### config.mk
export PLATFORM = sky130hd
export DESIGN_NAME = mac_slice
export DESIGN_NICKNAME = d
export VERILOG_FILES = /design/src/mac_pkg.sv /design/src/mac_simd_add.sv /design/src/mac_slice.sv
export VERILOG_INCLUDE_DIRS = /design/src
export SDC_FILE = /design/constraint.sdc
export NUM_CORES = 2
export LEC_CHECK = 0
export ABC_AREA = 1
export BUFFER_PORTS_ARGS = -buffer_cell sky130_fd_sc_hd__buf_2
export CELL_PAD_IN_SITES_DETAIL_PLACEMENT = 0
export CELL_PAD_IN_SITES_GLOBAL_PLACEMENT = 2
export CORE_MARGIN = 5
export CORE_UTILIZATION = 39
export DETAILED_ROUTE_END_ITERATION = 8
export GPL_TIMING_DRIVEN = 0
export PLACE_DENSITY_LB_ADDON = 0.1
export SETUP_SLACK_MARGIN = 0.5
export SYNTH_ARGS = -nofsm -noshare
export SYNTH_HDL_FRONTEND = slang
export SYNTH_SLANG_ARGS = --single-unit
### constraint.sdc
create_clock -name pclk -period 47 [get_ports pclk]
set_clock_uncertainty 0.2 [all_clocks]
set_input_delay 7.05 -clock pclk [delete_from_list [all_inputs] [get_ports pclk]]
set_output_delay 7.05 -clock pclk [all_outputs]
set_load 0.02 [all_outputs]
### src/mac_defs.svh
/*
 * Offsets, field positions, reset values and fixed codes of the
 * multiply-accumulate slice.
 * Assumes inclusion by bare name from every file that needs a constant.
 */
`ifndef MAC_DEFS_SVH
`define MAC_DEFS_SVH

// ==========================================================================
// Register byte offsets
`define MAC_OFF_CTRL      8'h00
`define MAC_OFF_PAT_LO    8'h04
`define MAC_OFF_PAT_HI    8'h08
`define MAC_OFF_MSK_LO    8'h0c
`define MAC_OFF_MSK_HI    8'h10
`define MAC_OFF_RES_LO    8'h14
`define MAC_OFF_RES_HI    8'h18
`define MAC_OFF_STAT      8'h1c

// ==========================================================================
// Control register fields
`define MAC_CTRL_W        19
`define MAC_CTRL_RST      19'h40000
`define MAC_F_BYPASS      0
`define MAC_F_SIMD_LO     1
`define MAC_F_SIMD_HI     2
`define MAC_F_OP_LO       3
`define MAC_F_OP_HI       4
`define MAC_F_LOGIC_EN    5
`define MAC_F_LSEL_LO     6
`define MAC_F_LSEL_HI     9
`define MAC_F_XW_LO       10
`define MAC_F_XW_HI       11
`define MAC_F_CNT_EN      12
`define MAC_F_CNT_DOWN    13
`define MAC_F_PRE_SUB     14
`define MAC_F_PRE_EN      15
`define MAC_F_AREG        16
`define MAC_F_MREG        17
`define MAC_F_PREG        18

// ==========================================================================
// Pattern, mask and status layout
`define MAC_HI_W          16
`define MAC_PAT_RST       48'h0000_0000_0000
`define MAC_MSK_RST       48'h0000_0000_0000
`define MAC_ST_MATCH      0
`define MAC_ST_MATCH_INV  1
`define MAC_ST_WIDE       2
`define MAC_ST_PAR_LO     8
`define MAC_ST_PAR_HI     15

// ==========================================================================
// Lane starts per SIMD mode, one bit per 12-bit segment
`define MAC_LS_ONE        4'h1
`define MAC_LS_TWO        4'h5
`define MAC_LS_FOUR       4'hf
`define MAC_SEG_ONE       12'h001

`endif

### src/mac_pkg.sv
/*
 * Types and the bitwise logic function of the multiply-accumulate slice.
 * Assumes nothing beyond a SystemVerilog compiler.
 */
package mac_pkg;

   // =======================================================================
   // Mode encodings
   typedef enum logic [1:0] {
      MAC_SIMD_ONE48  = 2'h0,
      MAC_SIMD_TWO24  = 2'h1,
      MAC_SIMD_FOUR12 = 2'h2
   } mac_simd_e;

   typedef enum logic [1:0] {
      MAC_OP_ADD    = 2'h0,
      MAC_OP_SUB    = 2'h1,
      MAC_OP_ACC    = 2'h2,
      MAC_OP_ACCSUB = 2'h3
   } mac_op_e;

   typedef enum logic [3:0] {
      MAC_LF_AND   = 4'h0,
      MAC_LF_OR    = 4'h1,
      MAC_LF_XOR   = 4'h2,
      MAC_LF_NAND  = 4'h3,
      MAC_LF_NOR   = 4'h4,
      MAC_LF_XNOR  = 4'h5,
      MAC_LF_ANDNZ = 4'h6,
      MAC_LF_ORNZ  = 4'h7,
      MAC_LF_NXAND = 4'h8,
      MAC_LF_NXOR  = 4'h9
   } mac_lfn_e;

   typedef enum logic [1:0] {
      MAC_XW_12 = 2'h0,
      MAC_XW_24 = 2'h1,
      MAC_XW_48 = 2'h2,
      MAC_XW_96 = 2'h3
   } mac_xw_e;

   typedef logic [47:0] mac_word_t;

   // =======================================================================
   // Ten logic functions; codes above nine give zero
   function automatic mac_word_t mac_logic(input mac_word_t x,
                                           input mac_word_t z,
                                           input logic [3:0] sel);
      mac_word_t r;
      r = '0;
      case (sel)
         MAC_LF_AND:   r = x & z;
         MAC_LF_OR:    r = x | z;
         MAC_LF_XOR:   r = x ^ z;
         MAC_LF_NAND:  r = ~(x & z);
         MAC_LF_NOR:   r = ~(x | z);
         MAC_LF_XNOR:  r = ~(x ^ z);
         MAC_LF_ANDNZ: r = x & ~z;
         MAC_LF_ORNZ:  r = x | ~z;
         MAC_LF_NXAND: r = ~x & z;
         MAC_LF_NXOR:  r = ~x | z;
         default:      r = '0;
      endcase
      return r;
   endfunction : mac_logic

endpackage : mac_pkg

### src/mac_simd_add.sv
/*
 * Segmented adder: carries are cut at lane starts so lanes stay independent.
 * Assumes the caller sets lane_start bit 0 and picks the lane pattern.
 */
`timescale 1ns/1ps
module mac_simd_add #(
   parameter int SEG_W = 12,
   parameter int SEGS  = 4
) (
   input  wire logic [SEG_W*SEGS-1:0] a,
   input  wire logic [SEG_W*SEGS-1:0] b,
   input  wire logic                  sub,
   input  wire logic [SEGS-1:0]       lane_start,
   output logic      [SEG_W*SEGS-1:0] sum
);

   logic [SEGS:0] carry;

   assign carry[0] = sub;

   // =======================================================================
   // One segment per iteration; wrap is natural, no saturation
   for (genvar k = 0; k < SEGS; k++) begin : g_seg
      logic             cin;
      logic [SEG_W:0]   s;
      assign cin = lane_start[k] ? sub : carry[k];
      assign s   = {1'b0, a[k*SEG_W +: SEG_W]}
                 + {1'b0, b[k*SEG_W +: SEG_W] ^ {SEG_W{sub}}}
                 + {{SEG_W{1'b0}}, cin};
      assign sum[k*SEG_W +: SEG_W] = s[SEG_W-1:0];
      assign carry[k+1]            = s[SEG_W];
   end

endmodule : mac_simd_add

### src/mac_slice.sv
/*
 * Multiply-accumulate slice with pre-adder, SIMD adder, logic unit,
 * wide XOR, pattern detector and an APB slave for its configuration.
 * Assumes operands come from fabric logic on pclk; srst is synchronous.
 */
// Added by the designer: the placing of the registers and the APB interface to the registers.
// How it works
// - 27x18 signed product is added into a 48-bit accumulator.
// - Run-time bypass sends two 48-bit operands straight to the adder.
// - Adder splits into two 24-bit or four 12-bit carry-free lanes.
// - Logic unit outputs one of ten bitwise functions of operands.
// - Pre-adder adds or subtracts a second operand before multiplying.
// - 96-bit XOR gives parity over 12, 24, 48 or 96-bit segments.
// - Pattern detector compares result to masked pattern, for rounding.
// - Two successive matches combine into a 96-bit wide match flag.
// - Accumulator counts up or down by one in each lane on each enabled clock.
`timescale 1ns/1ps
`include "mac_defs.svh"
module mac_slice #(
   parameter int A_W    = 27,
   parameter int B_W    = 18,
   parameter int P_W    = 48,
   parameter int SEG_W  = 12,
   parameter int ADDR_W = 8
) (
   input  wire logic              pclk,
   input  wire logic              presetn,
   input  wire logic              ce,
   input  wire logic              srst,
   input  wire logic              psel,
   input  wire logic              penable,
   input  wire logic              pwrite,
   input  wire logic [ADDR_W-1:0] paddr,
   input  wire logic [31:0]       pwdata,
   output logic      [31:0]       prdata,
   output logic                   pready,
   output logic                   pslverr,
   input  wire logic [A_W-1:0]    op_a,
   input  wire logic [A_W-1:0]    op_d,
   input  wire logic [B_W-1:0]    op_b,
   input  wire logic [P_W-1:0]    op_ab,
   input  wire logic [P_W-1:0]    op_c,
   output logic      [P_W-1:0]    p_out,
   output logic                   pat_match,
   output logic                   pat_match_inv,
   output logic                   wide_match,
   output logic      [7:0]        parity
);

   localparam int SEGS = P_W / SEG_W;

   // =======================================================================
   // Elaboration checks
   if (P_W != 48 || SEG_W != 12 || A_W + B_W > P_W || A_W < 2 || B_W < 2) begin : g_chk
      $error("mac_slice: unsupported widths");
   end

   // =======================================================================
   // Configuration registers
   logic [`MAC_CTRL_W-1:0] ctrl_q;
   logic [P_W-1:0]         pat_q;
   logic [P_W-1:0]         msk_q;
   logic                   wr_en;
   logic                   acc_done;

   assign acc_done = psel & penable & ce;
   assign wr_en    = acc_done & pwrite & ~pslverr;

   always_ff @(posedge pclk or negedge presetn) begin
      if (!presetn) begin
         ctrl_q <= `MAC_CTRL_RST;
      end else if (wr_en && paddr == `MAC_OFF_CTRL) begin
         ctrl_q <= pwdata[`MAC_CTRL_W-1:0];
      end
   end

   always_ff @(posedge pclk or negedge presetn) begin
      if (!presetn) begin
         pat_q <= `MAC_PAT_RST;
         msk_q <= `MAC_MSK_RST;
      end else if (wr_en) begin
         unique case (paddr)
            `MAC_OFF_PAT_LO: pat_q[31:0]  <= pwdata;
            `MAC_OFF_PAT_HI: pat_q[P_W-1:32] <= pwdata[`MAC_HI_W-1:0];
            `MAC_OFF_MSK_LO: msk_q[31:0]  <= pwdata;
            `MAC_OFF_MSK_HI: msk_q[P_W-1:32] <= pwdata[`MAC_HI_W-1:0];
            default: ;
         endcase
      end
   end

   mac_pkg::mac_simd_e simd;
   mac_pkg::mac_op_e   op;
   mac_pkg::mac_xw_e   xw;
   logic               bypass;
   logic               logic_en;
   logic [3:0]         lsel;
   logic               cnt_en;
   logic               cnt_down;
   logic               pre_sub;
   logic               pre_en;
   logic               areg;
   logic               mreg;
   logic               preg;

   assign bypass   = ctrl_q[`MAC_F_BYPASS];
   assign simd     = mac_pkg::mac_simd_e'(ctrl_q[`MAC_F_SIMD_HI:`MAC_F_SIMD_LO]);
   assign op       = mac_pkg::mac_op_e'(ctrl_q[`MAC_F_OP_HI:`MAC_F_OP_LO]);
   assign logic_en = ctrl_q[`MAC_F_LOGIC_EN];
   assign lsel     = ctrl_q[`MAC_F_LSEL_HI:`MAC_F_LSEL_LO];
   assign xw       = mac_pkg::mac_xw_e'(ctrl_q[`MAC_F_XW_HI:`MAC_F_XW_LO]);
   assign cnt_en   = ctrl_q[`MAC_F_CNT_EN];
   assign cnt_down = ctrl_q[`MAC_F_CNT_DOWN];
   assign pre_sub  = ctrl_q[`MAC_F_PRE_SUB];
   assign pre_en   = ctrl_q[`MAC_F_PRE_EN];
   assign areg     = ctrl_q[`MAC_F_AREG];
   assign mreg     = ctrl_q[`MAC_F_MREG];
   assign preg     = ctrl_q[`MAC_F_PREG];

   // =======================================================================
   // Input stage
   logic [A_W-1:0] a_q, d_q, a_s, d_s;
   logic [B_W-1:0] b_q, b_s;
   logic [P_W-1:0] ab_q, c_q, ab_s, c_s;

   always_ff @(posedge pclk or negedge presetn) begin
      if (!presetn) begin
         a_q  <= '0;
         d_q  <= '0;
         b_q  <= '0;
         ab_q <= '0;
         c_q  <= '0;
      end else if (ce) begin
         if (srst) begin
            a_q  <= '0;
            d_q  <= '0;
            b_q  <= '0;
            ab_q <= '0;
            c_q  <= '0;
         end else begin
            a_q  <= op_a;
            d_q  <= op_d;
            b_q  <= op_b;
            ab_q <= op_ab;
            c_q  <= op_c;
         end
      end
   end

   // Bypassed stages cost no cycle
   assign a_s  = areg ? a_q  : op_a;
   assign d_s  = areg ? d_q  : op_d;
   assign b_s  = areg ? b_q  : op_b;
   assign ab_s = areg ? ab_q : op_ab;
   assign c_s  = areg ? c_q  : op_c;

   // =======================================================================
   // Pre-adder and multiplier
   logic        [A_W-1:0]     d_g;
   logic        [A_W-1:0]     pre;
   logic signed [A_W+B_W-1:0] prod;
   logic        [P_W-1:0]     prod_x;

   assign d_g  = pre_en ? d_s : '0;
   assign pre  = pre_sub ? a_s - d_g : a_s + d_g;
   assign prod = $signed(pre) * $signed(b_s);
   assign prod_x = {{(P_W-A_W-B_W){prod[A_W+B_W-1]}}, prod};

   // =======================================================================
   // Multiplier stage
   logic [P_W-1:0] x_q, z_q, x_s, z_s, x_m;

   assign x_m = bypass ? ab_s : prod_x;

   always_ff @(posedge pclk or negedge presetn) begin
      if (!presetn) begin
         x_q <= '0;
         z_q <= '0;
      end else if (ce) begin
         if (srst) begin
            x_q <= '0;
            z_q <= '0;
         end else begin
            x_q <= x_m;
            z_q <= c_s;
         end
      end
   end

   assign x_s = mreg ? x_q : x_m;
   assign z_s = mreg ? z_q : c_s;

   // =======================================================================
   // Arithmetic and logic stage
   logic [P_W-1:0]  acc_q;
   logic [SEGS-1:0] lane_start;
   logic [P_W-1:0]  step;
   logic [P_W-1:0]  add_a, add_b, sum, alu_d;
   logic            add_sub;

   always_comb begin
      unique case (simd)
         mac_pkg::MAC_SIMD_TWO24:  lane_start = `MAC_LS_TWO;
         mac_pkg::MAC_SIMD_FOUR12: lane_start = `MAC_LS_FOUR;
         default:                  lane_start = `MAC_LS_ONE;
      endcase
   end

   // A one in the bottom bit of every lane
   for (genvar k = 0; k < SEGS; k++) begin : g_step
      assign step[k*SEG_W +: SEG_W] = lane_start[k] ? `MAC_SEG_ONE : '0;
   end

   always_comb begin
      add_a   = z_s;
      add_b   = x_s;
      add_sub = 1'b0;
      if (cnt_en) begin
         add_a   = acc_q;
         add_b   = step;
         add_sub = cnt_down;
      end else begin
         unique case (op)
            mac_pkg::MAC_OP_SUB: add_sub = 1'b1;
            mac_pkg::MAC_OP_ACC: add_a = acc_q;
            mac_pkg::MAC_OP_ACCSUB: begin
               add_a   = acc_q;
               add_sub = 1'b1;
            end
            default: ;
         endcase
      end
   end

   mac_simd_add #(
      .SEG_W (SEG_W),
      .SEGS  (SEGS)
   ) u_add (
      .a          (add_a),
      .b          (add_b),
      .sub        (add_sub),
      .lane_start (lane_start),
      .sum        (sum)
   );

   // Counting takes priority over the logic unit
   assign alu_d = (logic_en && !cnt_en) ? mac_pkg::mac_logic(x_s, z_s, lsel)
                                        : sum;

   always_ff @(posedge pclk or negedge presetn) begin
      if (!presetn) begin
         acc_q <= '0;
      end else if (ce) begin
         if (srst) begin
            acc_q <= '0;
         end else begin
            acc_q <= alu_d;
         end
      end
   end

   // Accumulate feedback always uses acc_q, so an unregistered output only
   // removes the cycle from the forward path
   assign p_out = preg ? acc_q : alu_d;

   // =======================================================================
   // Pattern detector
   logic m_now, mi_now, m_prev_q;

   assign m_now  = ((p_out ^ pat_q) & ~msk_q) == '0;
   assign mi_now = ((p_out ^ ~pat_q) & ~msk_q) == '0;

   always_ff @(posedge pclk or negedge presetn) begin
      if (!presetn) begin
         pat_match     <= 1'b0;
         pat_match_inv <= 1'b0;
         wide_match    <= 1'b0;
         m_prev_q      <= 1'b0;
      end else if (ce) begin
         if (srst) begin
            pat_match     <= 1'b0;
            pat_match_inv <= 1'b0;
            wide_match    <= 1'b0;
            m_prev_q      <= 1'b0;
         end else begin
            pat_match     <= m_now;
            pat_match_inv <= mi_now;
            m_prev_q      <= m_now;
            wide_match    <= m_now & m_prev_q;
         end
      end
   end

   // =======================================================================
   // Wide XOR over {z, x}
   logic [2*P_W-1:0]  xin;
   logic [2*SEGS-1:0] seg_par;
   logic [7:0]        par_d;

   assign xin = {z_s, x_s};

   for (genvar k = 0; k < 2*SEGS; k++) begin : g_par
      assign seg_par[k] = ^xin[k*SEG_W +: SEG_W];
   end

   always_comb begin
      par_d = '0;
      unique case (xw)
         mac_pkg::MAC_XW_12: par_d = seg_par;
         mac_pkg::MAC_XW_24: begin
            for (int i = 0; i < 4; i++) begin
               par_d[i] = seg_par[2*i] ^ seg_par[2*i+1];
            end
         end
         mac_pkg::MAC_XW_48: begin
            par_d[0] = ^seg_par[3:0];
            par_d[1] = ^seg_par[7:4];
         end
         default: par_d[0] = ^seg_par;
      endcase
   end

   always_ff @(posedge pclk or negedge presetn) begin
      if (!presetn) begin
         parity <= '0;
      end else if (ce) begin
         parity <= srst ? '0 : par_d;
      end
   end

   // =======================================================================
   // APB read path: data captured in the setup cycle
   function automatic logic addr_ok(input logic [ADDR_W-1:0] a);
      return a == `MAC_OFF_CTRL   || a == `MAC_OFF_PAT_LO || a == `MAC_OFF_PAT_HI ||
             a == `MAC_OFF_MSK_LO || a == `MAC_OFF_MSK_HI || a == `MAC_OFF_RES_LO ||
             a == `MAC_OFF_RES_HI || a == `MAC_OFF_STAT;
   endfunction : addr_ok

   function automatic logic addr_ro(input logic [ADDR_W-1:0] a);
      return a == `MAC_OFF_RES_LO || a == `MAC_OFF_RES_HI || a == `MAC_OFF_STAT;
   endfunction : addr_ro

   logic [31:0] rd_d;

   always_comb begin
      rd_d = '0;
      unique case (paddr)
         `MAC_OFF_CTRL:   rd_d[`MAC_CTRL_W-1:0] = ctrl_q;
         `MAC_OFF_PAT_LO: rd_d = pat_q[31:0];
         `MAC_OFF_PAT_HI: rd_d[`MAC_HI_W-1:0] = pat_q[P_W-1:32];
         `MAC_OFF_MSK_LO: rd_d = msk_q[31:0];
         `MAC_OFF_MSK_HI: rd_d[`MAC_HI_W-1:0] = msk_q[P_W-1:32];
         `MAC_OFF_RES_LO: rd_d = p_out[31:0];
         `MAC_OFF_RES_HI: rd_d[`MAC_HI_W-1:0] = p_out[P_W-1:32];
         `MAC_OFF_STAT: begin
            rd_d[`MAC_ST_MATCH]     = pat_match;
            rd_d[`MAC_ST_MATCH_INV] = pat_match_inv;
            rd_d[`MAC_ST_WIDE]      = wide_match;
            rd_d[`MAC_ST_PAR_HI:`MAC_ST_PAR_LO] = parity;
         end
         default: rd_d = '0;
      endcase
   end

   always_ff @(posedge pclk or negedge presetn) begin
      if (!presetn) begin
         prdata <= '0;
      end else if (ce && psel && !penable) begin
         prdata <= pwrite ? '0 : rd_d;
      end
   end

   // Frozen slice cannot finish a transfer
   assign pready  = ce;
   assign pslverr = psel & penable & (!addr_ok(paddr) | (pwrite & addr_ro(paddr)));

endmodule : mac_slice

# == Word-level counts from Yosys, hierarchy flattened ==
# Cells that the tools add are included.
# op_classes
muxes,48
n_mul,1
n_eq_ne,23
n_addsub,10
n_bitwise,35
n_reduce_logical,38
# ops
operator,n
$mux 48,15
$pmux 48 s10,1
$not 48->48,7
$and 48x48->48,5
$mux 27,6
$or 48x48->48,3
$xor 48x48->48,3
$logic_not 48->1,2
$reduce_xor 12->1,8
$pmux 8 s8,1
$xor 12x12->12,4
$mul 27x18->45,1
$add 12x12->13,3
$add 13x1->13,3
$pmux 13 s3,1
$mux 18,2
$pmux 5 s7,1
$eq 8x5->1 const B,4
$mux 32,1
$add 27x27->27,1
$sub 27x27->27,1
$pmux 3 s8,1
$eq 4x3->1 const B,4
$eq 8x4->1 const B,2
29 further kinds,75
# word_totals
output_inout_bits,93
word_cells,173
ff_bits,470

# == Depth between registers and ports, before layout ==
# logic_depth
depth_word,24
mapped_depth,104
mapped_depth_nobuf,99

# == Modules after synthesis ==
# Synthesis repeated with hierarchy kept, for this count alone.
# unflattened
hier_cells,7789
hier_area_um2,54930.2
# modules_own_cells
mod,instances,area_per_inst_um2,cells_per_inst
mac_slice,1,51699.6,7221
mac_simd_add,1,3230.6,568

# == Worst setup path after synthesis ==
# Ideal clock, no wire load.
# synth_timing
kind,input port to output port
startpoint,input port op_d[0]
endpoint,output port p_out[47]
path_buffers,1
path_slack_ps,19616
t_arrival_ps,20134
stages,90
path_cell_list,nor2_1 > nor3_1 > inv_1 > ha_1 > nor2_1 > xnor2_1 > inv_1 > ha_1 > a21oi_1 > nand2_1 > nand2_1 > nand2_1 > a21oi_1 > o21ai_2 > xor2_1 > inv_1 > clkbuf_1 > nor2_1 > [54 not listed] > fa_1 > nand3_1 > nand2_1 > a21oi_1 > or2_2 > nand2_1 > nand2_1 > nand2_1 > nand2_1 > inv_1 > nor2_1 > o21bai_1 > xnor2_1 > inv_1 > o21ai_0 > nand3_1 > nand3_1 > nand2_1
# synth_via
elab_chain_cells,19
elab_cells_between_ends,38
classes_between,add/sub (10); mul (1); mux (12); bitwise (15)
# synth_lines
item,line_no,rtl
start: declaration,mac_slice.sv:39,"input wire logic [A_W-1:0] op_d,"
$mux 27 (*),mac_slice.sv:152,assign d_s = areg ? d_q : op_d;
$mux 27 (*),mac_slice.sv:164,assign d_g = pre_en ? d_s : '0;
$add 27x27->27 / $sub 27x27->27 (equally long branches),mac_slice.sv:165,assign pre = pre_sub ? a_s - d_g : a_s + d_g;
$mux 27 (*),mac_slice.sv:165,
$mul 27x18->45 (*),mac_slice.sv:166,assign prod = $signed(pre) * $signed(b_s);
$mux 48 (*),mac_slice.sv:173,assign x_m = bypass ? ab_s : prod_x;
$mux 48 (*),mac_slice.sv:190,assign x_s = mreg ? x_q : x_m;
$mux 48,mac_slice.sv:218,if (cnt_en) begin
[3 not listed],n/a,
$mux 1,mac_simd_add.sv:26,assign cin = lane_start[k] ? sub : carry[k];
$add 13x1->13,mac_simd_add.sv:29,"+ {{SEG_W{1'b0}}, cin};"
$mux 1,mac_simd_add.sv:26,
$add 13x1->13,mac_simd_add.sv:29,
$mux 1,mac_simd_add.sv:26,
$add 12x1->12,mac_simd_add.sv:29,
$mux 48 (*),mac_slice.sv:247,"assign alu_d = (logic_en && !cnt_en) ? mac_pkg::mac_logic(x_s, z_s, lsel)"
$mux 48 (*),mac_slice.sv:264,assign p_out = preg ? acc_q : alu_d;
end: declaration,mac_slice.sv:43,"output logic [P_W-1:0] p_out,"
# Every way passes the cells marked *; elsewhere a longest branch is shown, timed or not.

# == Worst setup path in the final report ==
# layout_timing
startpoint,input port op_d[0]
endpoint,output port p_out[42]
# The elaborated chain is that of the path after synthesis.

==> results by group <==
Floorplanning
  – Initial Util: 39.1%
  – Area of the core: 139,000 um^2
  – Area of the die: 147,000 um^2
  – Die Y: 384 um
  – Rows: 137
  – Io pins: between 300 and 400
  – Die X: 384 um

Clock network
  – Clock Tree Root: clkbuf_16
  – CTS tree: done
  – Worst-path clk slew: around 0.06 ns
  – Clock Tree Buf Depth: 3
  – Resized cells post-CTS: 0
  – Depth of the CTS H-tree: 2
  – Num CTS Buffers: 60
  – Post-CTS Hold Buffers: 0
  – CTS Sinks: 470
  – Skew-Pair Late Insertion Delay: 0.73 ns
  – Post-CTS Setup Inserts: 0

Placed design
  – Pre-CTS WS: 14.12 ns
  – Hpwl dp: roughly 230 mm
  – DP Cell Count: 9,898
  – Final weighted congestion in routability-driven placement: slightly below 1
  – Port Buffers: about 310

Routing
  – Post-route DRC violation count: 0
  – DR WL/cell: 27.4 um
  – DRT Pass-1 Iters: 6
  – Antenna-violating nets left: 0
  – Final wirelength: 274 mm
  – Initial drt markers: 6,732
  – Via count: 55,800
  – Vias per cell: 5.57

Finish
  – Final std cells w/o fill: 10,000
  – Layout cells sized above 1: 7.35%
  – Nets: just over 9,000
  – Area growth syn-to-layout: 11.5%

Yosys
  – Synth top area share: 21.6%
  – Synth top cells by count: nand2_1 (2,048), inv_1 (1,281), o21ai_0 (812), nor2_1 (562), fa_1 (481)
  – Top cells by area, synth: dfrtp_1 (22%), fa_1 (18%), nand2_1 (14%), inv_1 (8.8%), ha_1 (8.6%)
  – YS warnings: 0
  – Most instantiated library cell after synthesis: nand2_1
  – Sequential-to-total area share from yosys stat: 21.6%
  – Synth async-reset ratio: 100%
  – Top_reg_cell synth: dfrtp_1
  – Mapped Area: 54,400 um^2
  – Post-synthesis register bit count: 470
  – Syn_nets: 8,770
  – Syn Area/Cell: 7.07 um^2
  – Gate Count Post-Synth: 7,700
  – Area leader, netlist: dfrtp_1
  – Netlist cell types: 59
  – Number of synthesized flops with an enable pin: 0

STA
  – Final critical-path required period: 33.13 ns
  – Final setup margin: 13.87 ns
  – Worst-margin pin slew: around 1.6 ns
  – Final setup viols: 0
  – Tcrit/Tclk final: 70.5%
  – Hold Vio Cnt, Final: 0
  – Worst hold slack: 0.284 ns
  – Slew margin rel.: -5.48%
  – Fin. max-slew vios: 21
  – RSZ-0062 raised after global routing: no
  – Fmax: 0.0302 GHz
  – Post-route setup TNS: 0 ns

Outcome
  – Status: finished with violations
  – Failing checks: capacitance limit, slew limit

Global route
  – First-pass GRT wire length: between 300 and 400 mm
  – Vias in the first global route: 53,200
  – Antenna violations before repair: 13
  – Overflow after GRT: 0
  – GRT Total Usage: 36.5%
  – Pin count of the biggest net entering global routing: 110

Setup path
  – Startpoint Class: primary input
  – Arr. time, crit path: 25.88 ns
  – Required time worst endpoint: between 30 and 40 ns
  – Worst path slowest cell: xor2_1
  – Critical path type: primary input to output port
  – Crit Path Max Fanout: 10
  – CP max stage delay: between 1 and 1.5 ns
  – Crit. End Element: output port

Worst hold path
  – HP Class: flop to flop

Job
  – Max cap viols: 2
[kinds of logic (layout without fill, tap and decap cells)]
kind of cell	after synthesis	count (layout)	share of synthesized area (%)
AND/OR/NAND/NOR	3125	3125	23.0
buffers and inverters	1670	2103	12.0
XOR/XNOR	136	136	2.19
flip-flops	470	470	21.6
adder cells (fa/ha/maj)	855	855	26.3
multiplexers	2	2	0.0414
other	0	2	0
AO/OA/AOI/OAI	1442	1442	14.8
[sequential cells by signal, indices dropped and copies added, names as in the netlist]
name	count
pat_match_inv	1
parity	8
b_q	18
ab_q	48
pat_q	48
msk_q	48
x_q	48
c_q	48
z_q	48
prdata	32
acc_q	48
a_q	27
ctrl_q	19
m_prev_q	1
wide_match	1
d_q	27
[cell usage in the layout (no fill, tap or decap), types with 102 or more instances in the layout]
cell	synthesis	final
nand3_1	368	368
o21ai_0	812	801
a21oi_1	229	229
o22ai_1	102	102
dfrtp_1	469	469
buf_2	44	350
nor2_1	562	562
fa_1	481	481
nand2_1	2048	2048
inv_1	1281	1281
clkbuf_1	249	258
ha_1	374	374
[final cells by class]
cell class / count / area, um^2
antenna: 2 / 5.00
buffer: 344 / 1540
clock buffer: 83 / 1730
clock inverter: 26 / 372
fill: 14800 / 78300
inverter: 1326 / 4980
multi-input combinational: 5560 / 36200
sequential: 470 / 11800
tap: 1876 / 2350
timing repair buffer: 324 / 1780
[path summary, 6_finish.rpt]
path | start | to | slack [ns] | depth (start not counted)
worst min-delay path | z_q[5] | z_q[5] | 0.28 | 2
min in group asynchronous | presetn | ab_q[19] | 6.18 | 1
max in group asynchronous | presetn | b_q[14] | 38.38 | 4
worst max register to register | ctrl_q[16] | m_prev_q | 24.40 | 92
worst max-delay path | op_d[0] | p_out[42] | 13.87 | 78
worst min register to register | z_q[5] | z_q[5] | 0.28 | 2
[routing by layer]
metal  vias up  wire (um)  track usage (%)
met3       339      31100             9.29
li1      25000          -                -
met5         -         26                0
met4         4       9320             10.3
met1     27500     124000             54.9
met2      2905     110000             51.5
[worst max-delay path, delay by kind of cell]
| family | cells | cell delay, ns |
|---|---|---|
| AO/OA/AOI/OAI | 23 | 5.65 |
| XOR/XNOR | 1 | 1.09 |
| adder cells (fa/ha/maj) | 16 | 6.61 |
| AND/OR/NAND/NOR | 23 | 3.16 |
| buffers and inverters | 15 | 2.21 |
[metrics by stage]
| stage | instance area (um^2) | utilization [%] |
|---|---|---|
| 2_1_floorplan | 54400 | - |
| 3_3_place_gp | 58300 | 41.9 |
| 3_5_place_dp | 58500 | 42.1 |
| 4_1_cts | 60600 | 43.6 |
| 5_1_grt | 60700 | 43.6 |
| 6_report | 60700 | 43.6 |
Power is not shown: default switching activity piles up to over one toggle a cycle in this logic, so the estimate is an artifact.
